==> src/common/sensor_setup_map.vh <==
// Register offsets, field positions, reset values and timing counts of the
// sensor status and setup block. Assumes a 100 MHz system clock.
//
// Contract
// - Setup register is 8 bits, read/write, all fields reset to zero.
// - Status bit 4 sets below low limit; clears on read or above low+hyst.
// - Status bit 5 sets above high limit; clears on read or below high-hyst.
// - Status bit 6 sets above critical; clears on read or below crit-hyst.
// - Status bit 7 resets to one, drops on new result, rises on value read.
// - In single and once-per-second modes, mode write returns bit 7 to one.
// - Setup bits [1:0] choose one to four faults before alarms assert.
// - Setup bit 2 sets critical alarm pin polarity, zero active low.
// - Setup bit 3 sets limit alarm pin polarity, zero active low.
// - Setup bit 4 picks interrupt (zero) or comparator (one) alarm style.
// - Mode 00 converts continuously, restarting after each completion.
// - Mode 01 performs one conversion of typically 240 ms.
// - Mode 10 converts once per second, each conversion typically 60 ms.
// - Mode 11 shuts down all but register access.
// - Setup bit 7 picks 13-bit (zero) or 16-bit (one) resolution.
// - Low byte bits 2:0 carry flags at 13 bits, extra result bits at 16.
// - Hysteresis is 4-bit whole degrees, subtracted from high/crit, added to low.
// - Critical event drives critical alarm pin; high/low events drive limit pin.
`ifndef SENSOR_SETUP_MAP_VH
`define SENSOR_SETUP_MAP_VH
`define REG_TEMP_MSB 8'h00
`define REG_TEMP_LSB 8'h01
`define REG_STATUS 8'h02
`define REG_SETUP 8'h03
`define REG_HIGH_MSB 8'h04
`define REG_HIGH_LSB 8'h05
`define REG_LOW_MSB 8'h06
`define REG_LOW_LSB 8'h07
`define REG_CRIT_MSB 8'h08
`define REG_CRIT_LSB 8'h09
`define REG_HYST 8'h0A
`define REG_IDENT 8'h0B
`define SETUP_RESET 8'h00
`define STATUS_RESET 8'h80
`define HIGH_RESET 16'h2000
`define LOW_RESET 16'h0500
`define CRIT_RESET 16'h4980
`define HYST_RESET 8'h05
`define FAULT_LSB 0
`define CRIT_POL_BIT 2
`define LIMIT_POL_BIT 3
`define STYLE_BIT 4
`define MODE_LSB 5
`define RES_BIT 7
`define UNDER_BIT 4
`define OVER_BIT 5
`define CRIT_BIT 6
`define NOT_FRESH_BIT 7
`define MODE_CONT 2'b00
`define MODE_SINGLE 2'b01
`define MODE_ONE_SPS 2'b10
`define MODE_SHUTDOWN 2'b11
`define CLK_MHZ 100
`define SINGLE_CONV_MS 240
`define ONE_SPS_CONV_MS 60
`define CONT_CONV_MS 240
`define PERIOD_MS 1000
`define MS_TO_CYC(ms) ((ms) * 1000 * `CLK_MHZ)
`endif

==> src/rtl/temp_sensor_status_config.v <==
// Status and setup registers of the temperature sensor, with the conversion
// scheduler, limit comparison, fault counting and the two alarm pins.
// Assumes the serial interface logic presents byte reads and writes as
// one-cycle strobes with an address, and that the converter core delivers
// a 16-bit twos-complement result when asked to start.
`timescale 1ns/1ps
`include "sensor_setup_map.vh"

module temp_sensor_status_config #(
  parameter [31:0] SINGLE_CYC = `MS_TO_CYC(`SINGLE_CONV_MS),
  parameter [31:0] CONT_CYC = `MS_TO_CYC(`CONT_CONV_MS),
  parameter [31:0] SPS_CONV_CYC = `MS_TO_CYC(`ONE_SPS_CONV_MS),
  parameter [31:0] SPS_PERIOD_CYC = `MS_TO_CYC(`PERIOD_MS),
  parameter [7:0] IDENT_VALUE = 8'h5A // Arbitrary value.
)(
  input wire clk_sys,
  input wire nrst,
  input wire reg_wr,
  input wire reg_rd,
  input wire [7:0] reg_addr,
  input wire [7:0] reg_wdata,
  output reg [7:0] reg_rdata,
  input wire [15:0] adc_result,
  output wire conv_active,
  output wire critical_alarm_pin,
  output wire critical_alarm_oe_n,
  output wire limit_alarm_pin,
  output wire limit_alarm_oe_n
);

  // ----------------------------------------------------------------------
  // Registers
  // ----------------------------------------------------------------------
  reg [7:0] setup_r;
  reg [15:0] high_r;
  reg [15:0] low_r;
  reg [15:0] crit_r;
  reg [7:0] hyst_r;
  reg [15:0] temp_r;
  reg under_r;
  reg over_r;
  reg crit_flag_r;
  reg not_fresh_r;
  reg [2:0] under_cnt_r;
  reg [2:0] over_cnt_r;
  reg [2:0] crit_cnt_r;
  reg limit_act_r;
  reg crit_act_r;
  reg [31:0] tmr_r;
  reg [1:0] state_r;
  reg [1:0] state_nxt;
  reg single_req_r;
  reg cmp_lo_r;
  reg cmp_hi_r;

  localparam [1:0] ST_IDLE = 2'd0;
  localparam [1:0] ST_CONV = 2'd1;
  localparam [1:0] ST_WAIT = 2'd2;

  wire [1:0] mode = setup_r[`MODE_LSB+1:`MODE_LSB];
  wire [1:0] wr_mode = reg_wdata[`MODE_LSB+1:`MODE_LSB];
  wire [2:0] fault_need = {1'b0, setup_r[`FAULT_LSB+1:`FAULT_LSB]} + 3'd1;
  wire wr_setup = reg_wr && (reg_addr == `REG_SETUP);
  wire rd_status = reg_rd && (reg_addr == `REG_STATUS);
  wire rd_temp = reg_rd && ((reg_addr == `REG_TEMP_MSB) || (reg_addr == `REG_TEMP_LSB));

  // Hysteresis is whole degrees; one degree is 128 counts of the 16-bit code.
  wire signed [17:0] hyst_s = {7'd0, hyst_r[3:0], 7'd0};

  function signed [17:0] sx;
    input [15:0] v;
    begin
      sx = {{2{v[15]}}, v};
    end
  endfunction

  function [2:0] sat_inc;
    input [2:0] c;
    begin
      sat_inc = (c == 3'd4) ? c : c + 3'd1;
    end
  endfunction

  function sps_or_single;
    input [1:0] m;
    begin
      sps_or_single = (m == `MODE_SINGLE) || (m == `MODE_ONE_SPS);
    end
  endfunction

  // ----------------------------------------------------------------------
  // Conversion scheduler
  // ----------------------------------------------------------------------
  wire [31:0] conv_len = (mode == `MODE_SINGLE) ? SINGLE_CYC :
                         (mode == `MODE_ONE_SPS) ? SPS_CONV_CYC : CONT_CYC;
  wire conv_done = (state_r == ST_CONV) && (tmr_r >= conv_len - 32'd1);
  assign conv_active = (state_r == ST_CONV);

  always @*
  begin
    state_nxt = state_r;
    case (state_r)
      ST_IDLE:
        if (mode == `MODE_CONT || mode == `MODE_ONE_SPS || single_req_r)
          state_nxt = ST_CONV;
      ST_CONV:
        if (mode == `MODE_SHUTDOWN)
          state_nxt = ST_IDLE;
        else if (conv_done)
          state_nxt = (mode == `MODE_ONE_SPS) ? ST_WAIT : ST_IDLE;
      // The idle cycle between two conversions belongs to the period.
      ST_WAIT:
        if (mode != `MODE_ONE_SPS || tmr_r >= SPS_PERIOD_CYC - 32'd2)
          state_nxt = ST_IDLE;
      default:
        state_nxt = ST_IDLE;
    endcase
  end

  always @(posedge clk_sys or negedge nrst)
  begin
    if (!nrst)
    begin
      state_r <= ST_IDLE;
      tmr_r <= 32'd0;
      single_req_r <= 1'b0;
    end
    else
    begin
      state_r <= state_nxt;
      if (state_r == ST_IDLE || state_nxt == ST_IDLE)
        tmr_r <= 32'd0;
      else
        tmr_r <= tmr_r + 32'd1;
      // A single conversion is armed by each write that selects that mode.
      if (wr_setup && wr_mode == `MODE_SINGLE)
        single_req_r <= 1'b1;
      else if (state_r == ST_IDLE && single_req_r)
        single_req_r <= 1'b0;
    end
  end

  // ----------------------------------------------------------------------
  // Limit comparison and flags
  // ----------------------------------------------------------------------
  wire signed [17:0] res_s = sx(adc_result);
  wire is_under = res_s < sx(low_r);
  wire is_over = res_s > sx(high_r);
  wire is_crit = res_s > sx(crit_r);
  wire clr_under = res_s > sx(low_r) + hyst_s;
  wire clr_over = res_s < sx(high_r) - hyst_s;
  wire clr_crit = res_s < sx(crit_r) - hyst_s;
  wire [2:0] under_inc = sat_inc(under_cnt_r);
  wire [2:0] over_inc = sat_inc(over_cnt_r);
  wire [2:0] crit_inc = sat_inc(crit_cnt_r);
  wire lim_trip = (is_under && under_inc >= fault_need) || (is_over && over_inc >= fault_need);
  wire crit_trip = is_crit && crit_inc >= fault_need;
  wire mode_sps_or_single = sps_or_single(mode) || sps_or_single(wr_mode);

  always @(posedge clk_sys or negedge nrst)
  begin
    if (!nrst)
    begin
      temp_r <= 16'h0000;
      under_r <= 1'b0;
      over_r <= 1'b0;
      crit_flag_r <= 1'b0;
      not_fresh_r <= 1'b1;
      under_cnt_r <= 3'd0;
      over_cnt_r <= 3'd0;
      crit_cnt_r <= 3'd0;
      limit_act_r <= 1'b0;
      crit_act_r <= 1'b0;
    end
    else
    begin
      // Flag sets beat a status read in the same cycle.
      if (conv_done)
      begin
        temp_r <= adc_result;
        under_cnt_r <= is_under ? under_inc : 3'd0;
        over_cnt_r <= is_over ? over_inc : 3'd0;
        crit_cnt_r <= is_crit ? crit_inc : 3'd0;
      end
      if (conv_done && is_under)
        under_r <= 1'b1;
      else if (rd_status || (conv_done && clr_under))
        under_r <= 1'b0;
      if (conv_done && is_over)
        over_r <= 1'b1;
      else if (rd_status || (conv_done && clr_over))
        over_r <= 1'b0;
      if (conv_done && is_crit)
        crit_flag_r <= 1'b1;
      else if (rd_status || (conv_done && clr_crit))
        crit_flag_r <= 1'b0;
      if (conv_done)
        not_fresh_r <= 1'b0;
      else if (rd_temp || (wr_setup && mode_sps_or_single))
        not_fresh_r <= 1'b1;
      // Comparator style follows the temperature with hysteresis; interrupt
      // style latches until any register read, as a serviced interrupt.
      if (conv_done && lim_trip)
        limit_act_r <= 1'b1;
      else if (setup_r[`STYLE_BIT] ? (conv_done && !is_under && !is_over &&
               (clr_under || !cmp_lo_r) && (clr_over || !cmp_hi_r)) : reg_rd)
        limit_act_r <= 1'b0;
      if (conv_done && crit_trip)
        crit_act_r <= 1'b1;
      else if (setup_r[`STYLE_BIT] ? (conv_done && clr_crit) : reg_rd)
        crit_act_r <= 1'b0;
    end
  end

  // ----------------------------------------------------------------------
  // Comparator tracking
  // ----------------------------------------------------------------------
  // Each side remembers its own trip, so a status read that clears the
  // flags cannot release a comparator-style alarm inside the hysteresis.
  always @(posedge clk_sys or negedge nrst)
  begin
    if (!nrst)
    begin
      cmp_lo_r <= 1'b0;
      cmp_hi_r <= 1'b0;
    end
    else if (conv_done)
    begin
      if (is_under && under_inc >= fault_need)
        cmp_lo_r <= 1'b1;
      else if (clr_under)
        cmp_lo_r <= 1'b0;
      if (is_over && over_inc >= fault_need)
        cmp_hi_r <= 1'b1;
      else if (clr_over)
        cmp_hi_r <= 1'b0;
    end
  end

  // ----------------------------------------------------------------------
  // Register writes
  // ----------------------------------------------------------------------
  always @(posedge clk_sys or negedge nrst)
  begin
    if (!nrst)
    begin
      setup_r <= `SETUP_RESET;
      high_r <= `HIGH_RESET;
      low_r <= `LOW_RESET;
      crit_r <= `CRIT_RESET;
      hyst_r <= `HYST_RESET;
    end
    else if (reg_wr)
    begin
      // Status, value and identity writes fall through and are ignored.
      case (reg_addr)
        `REG_SETUP: setup_r <= reg_wdata;
        `REG_HIGH_MSB: high_r[15:8] <= reg_wdata;
        `REG_HIGH_LSB: high_r[7:0] <= reg_wdata;
        `REG_LOW_MSB: low_r[15:8] <= reg_wdata;
        `REG_LOW_LSB: low_r[7:0] <= reg_wdata;
        `REG_CRIT_MSB: crit_r[15:8] <= reg_wdata;
        `REG_CRIT_LSB: crit_r[7:0] <= reg_wdata;
        `REG_HYST: hyst_r <= reg_wdata;
        default: ;
      endcase
    end
  end

  // ----------------------------------------------------------------------
  // Register reads
  // ----------------------------------------------------------------------
  wire [7:0] temp_lo = setup_r[`RES_BIT] ? temp_r[7:0] :
                       {temp_r[7:3], crit_flag_r, over_r, under_r};
  wire [7:0] status_val = {not_fresh_r, crit_flag_r, over_r, under_r, 4'h0};

  always @(posedge clk_sys or negedge nrst)
  begin
    if (!nrst)
      reg_rdata <= 8'h00;
    else if (reg_rd)
    begin
      case (reg_addr)
        `REG_TEMP_MSB: reg_rdata <= temp_r[15:8];
        `REG_TEMP_LSB: reg_rdata <= temp_lo;
        `REG_STATUS: reg_rdata <= status_val;
        `REG_SETUP: reg_rdata <= setup_r;
        `REG_HIGH_MSB: reg_rdata <= high_r[15:8];
        `REG_HIGH_LSB: reg_rdata <= high_r[7:0];
        `REG_LOW_MSB: reg_rdata <= low_r[15:8];
        `REG_LOW_LSB: reg_rdata <= low_r[7:0];
        `REG_CRIT_MSB: reg_rdata <= crit_r[15:8];
        `REG_CRIT_LSB: reg_rdata <= crit_r[7:0];
        `REG_HYST: reg_rdata <= hyst_r;
        `REG_IDENT: reg_rdata <= IDENT_VALUE;
        default: reg_rdata <= 8'h00;
      endcase
    end
  end

  // ----------------------------------------------------------------------
  // Alarm pins
  // ----------------------------------------------------------------------
  // Open-drain style is left to the pad; both levels are driven here.
  assign critical_alarm_pin = crit_act_r ~^ setup_r[`CRIT_POL_BIT];
  assign limit_alarm_pin = limit_act_r ~^ setup_r[`LIMIT_POL_BIT];
  assign critical_alarm_oe_n = 1'b0;
  assign limit_alarm_oe_n = 1'b0;

endmodule

==> config.mk <==
export PLATFORM = sky130hd
export DESIGN_NAME = temp_sensor_status_config
export DESIGN_NICKNAME = d
export VERILOG_FILES = /design/src/rtl/temp_sensor_status_config.v
export VERILOG_INCLUDE_DIRS = /design/src /design/src/common
export SDC_FILE = /design/constraint.sdc
export NUM_CORES = 1
export LEC_CHECK = 0
export BUFFER_PORTS_ARGS = -buffer_cell sky130_fd_sc_hd__buf_2
export CAP_MARGIN = 20
export CORE_MARGIN = 8
export CORE_UTILIZATION = 56
export DETAILED_ROUTE_END_ITERATION = 6
export GPL_TIMING_DRIVEN = 0
export PLACE_DENSITY = 0.84
export SLEW_MARGIN = 20
export SYNTH_ARGS = -nofsm -noshare
export SYNTH_HDL_FRONTEND = slang
export SYNTH_SLANG_ARGS = --single-unit
==> constraint.sdc <==
create_clock -name clk_sys -period 6.2 [get_ports clk_sys]
set_input_delay 0.93 -clock clk_sys [delete_from_list [all_inputs] [get_ports clk_sys]]
set_output_delay 0.93 -clock clk_sys [all_outputs]
set_load 0.03 [all_outputs]
==> flow_summary.toml <==
[timing]
slew_headroom = 0.171
hold_viol = 0
final_max_slew_viol_count = 0
fin_worst_skew_ns = 0.00911
finalCritPeriodShare = 0.732
whs_ns = 0.382
rsz0062_at_grt = "no"
worst_pin_slew_ns = 1.23
min_period_ns = 4.54
finalSetupViolCount = 0
tns_ns = 0
final.setup.worst_slack_ns = 1.66
fmax_ghz = 0.220

[worst_setup_path]
end_kind = "flip-flop"
crit_arrival_ns = 4.86
r2r-start = "hyst_r[0]$_DFFE_PN1P_"
critPathLaunch = "hyst_r[0]$_DFFE_PN1P_"
startpoint_type = "flip-flop"
crit_type = "flip-flop to flip-flop"
cp.required_ns = 6.52
crit_path_max_fanout = 5

[floorplanning]
die_area_sq_mm = 0.0220
die_y_um = 148
boundaryPins = 49
initial_core_util = 0.570
core-area_sq_mm = 0.0172
num_rows = 48
die_w_um = 148

[clock_tree]
cts_setup_buffers = 0
postCtsHoldBufs = 0
clk_pin_slew_worst_paths_ns = 0.06
cts_buffer_depth = 2
cts_resized = 0
numCtsBuffers = 17
cts.sinks = 140
root_buffer = "clkbuf_16"
cts_htree_levels = 4
clock_latency_ns = 0.43
cts_tree = "built"

[logic_synthesis]
ys_warn_count = 0
seq_area_frac_synth = 0.359
ys.flop_type = "dfrtp_1"
synth_seq_cells = 140
avgSynthCellArea_sq_um = 9.63
synth.distinct_cells = 78
post_synth_instance_area_sq_mm = 0.00980
synth_cells = 1017
synthArstFlopShare = 1.00
synth_edf_count = 0

[placement]
placed_area_sq_mm = 0.0103
placedCellCount = 1286
io_buffers = 42
dpl.hpwl_mm = 20.2
dp_slack_ns = 1.84
gp_congestion = 0.976

[power]
total_power_mw = 2.60
power_leakage_nw = 5.01
p_per_area_mw_per_mm2 = 236
vdd_drop_max_mv = 0.222

[job]
drv_cap = 0

[route]
num_vias = 8401
drt-total-wl_mm = 27.7
post_drt_wl_per_cell_um = 21.0
postRouteAntennaNets = 0
drt_iter0_drc = 908
drc = 0
via_per_inst = 6.37
firstDrtPassIters = 6

[outcome]
status = "finished clean"

[final_layout]
utilization = 0.640
final_common_cell = "dfrtp_1"
drive_gt1_frac = 0.164
layout_common_cells = "dfrtp_1, ha_1, nand2_1"
antennaDiodeCount = 0
fin_cells = 1318
area_delta_synth_final_pct = 12.1
final_cell_area_sq_mm = 0.0110
fillers = 1350
fin_nets = 1238

[global_route]
grt_pass1_vias = 8601
track_usage = 0.259
grt_max_degree = 103
grt_overflow_total = 0
grt_pass1_wl_mm = 44.5
antenna_found_initial = 0

[worst_hold_path]
holdCritPathClass = "input port to asynchronous set/reset pin"
[power by group]
part           internal (mW)  switching (mW)  leakage (nW)  total [mW]
Clock                  0.728           0.411         0.316        1.14
Combinational          0.182           0.251          2.92       0.433
Sequential             0.962          0.0625          1.77        1.02
Total                   1.87           0.724          5.01        2.60
[critical path, stage by stage, from the launching register on]
cell      delay, ns
dfstp_2        0.67
ha_1           0.23
inv_1          0.07
fa_1           0.40
a21oi_1        0.19
nor2b_1        0.07
or3_1          0.36
nor4_1         0.24
xnor2_1        0.17
ha_1           0.27
a2111o_1       0.39
o41ai_1        0.99
nand2_1        0.12
a31o_1         0.25
[cells by family (layout without fill, tap and decap cells)]
| kind of cell | Yosys count | after routing | synth area share |
|---|---|---|---|
| simple gates | 321 | 321 | 0.162 |
| compound gates | 211 | 211 | 0.157 |
| flops | 140 | 140 | 0.359 |
| fa+ha+maj | 122 | 122 | 0.158 |
| buf+inv | 105 | 180 | 0.0444 |
| mux | 61 | 61 | 0.0699 |
| xor+xnor | 56 | 56 | 0.0501 |
| other cells | 1 | 2 | 0.000383 |
[worst paths after layout]
path | endpoint | slack (ns) | cells after the start
worst max-delay path | crit_flag_r$_DFFE_PN0P_ | 1.66 | 13
worst min-delay path | crit_r[13]$_DFFE_PN0P_ | 0.38 | 1
worst max register to register | crit_flag_r$_DFFE_PN0P_ | 1.66 | 13
worst min register to register | temp_r[0]$_DFFE_PN0P_ | 0.48 | 2
max in group asynchronous | high_r[13]$_DFFE_PN1P_ | 5.01 | 2
min in group clk_sys | temp_r[0]$_DFFE_PN0P_ | 0.48 | 2
[synthesized netlist by cell type (3+ instances only)]
cell | instances | area, sq um
and4_1 | 10 | 87.6
nor2_1 | 77 | 289
o31ai_1 | 3 | 22.5
fa_1 | 3 | 60.1
buf_4 | 6 | 45.0
clkbuf_1 | 9 | 33.8
a21oi_1 | 43 | 215
nand3_1 | 24 | 120
a221oi_1 | 12 | 105
or3_1 | 6 | 37.5
xnor2_1 | 35 | 307
a22oi_1 | 12 | 90.1
a21o_1 | 25 | 188
xor2_1 | 21 | 184
nand4_1 | 17 | 106
inv_1 | 80 | 300
a211oi_1 | 5 | 37.5
o21bai_1 | 3 | 22.5
a2111oi_0 | 3 | 26.3
and3_1 | 11 | 68.8
nand4b_1 | 3 | 26.3
o21ai_0 | 32 | 160
nor2b_1 | 13 | 81.3
o41ai_1 | 3 | 26.3
dfrtp_1 | 130 | 3250
a211o_1 | 4 | 35.0
nor3_1 | 7 | 35.0
buf_2 | 9 | 45.0
nor4_1 | 7 | 43.8
and2_1 | 5 | 31.3
or2_2 | 3 | 18.8
ha_1 | 119 | 1490
o211ai_1 | 5 | 37.5
a31oi_1 | 9 | 56.3
mux2_2 | 59 | 664
dfstp_2 | 10 | 263
a22o_1 | 15 | 131
nand2b_1 | 12 | 75.1
a41oi_1 | 5 | 43.8
nand2_1 | 110 | 413
[flip-flops by register name (all words and copies together), names as in the netlist, 2 cells and up]
register / flops
setup_r: 8
state_r: 2
tmr_r: 32
over_cnt_r: 3
high_r: 16
crit_r: 16
low_r: 16
under_cnt_r: 3
temp_r: 16
hyst_r: 8
reg_rdata: 8
crit_cnt_r: 3
[per-layer routing]
| layer | up-vias | part of all wire | GRT usage | wire, um |
|---|---|---|---|---|
| met5 | - | 0 | 0 | 0 |
| met4 | 0 | 0.051 | 0.133 | 1400 |
| met3 | 123 | 0.097 | 0.0687 | 2680 |
| met2 | 419 | 0.45 | 0.411 | 12600 |
| met1 | 4058 | 0.40 | 0.320 | 11100 |
| li1 | 3801 | - | - | - |
[final cells by class]
| cell class | instances | area, sq um | share of cell area |
|---|---|---|---|
| plain buffers | 25 | 135 | 0.0123 |
| clock buffers | 23 | 498 | 0.0453 |
| clock inverters | 9 | 158 | 0.0143 |
| inverters | 80 | 300 | 0.0273 |
| multi-input cells | 773 | 5850 | 0.533 |
| flip-flops and latches | 140 | 3520 | 0.320 |
| well taps | 225 | 282 | 0.0256 |
| repair buffers | 43 | 248 | 0.0225 |
Power figures use the tool's default switching activity.
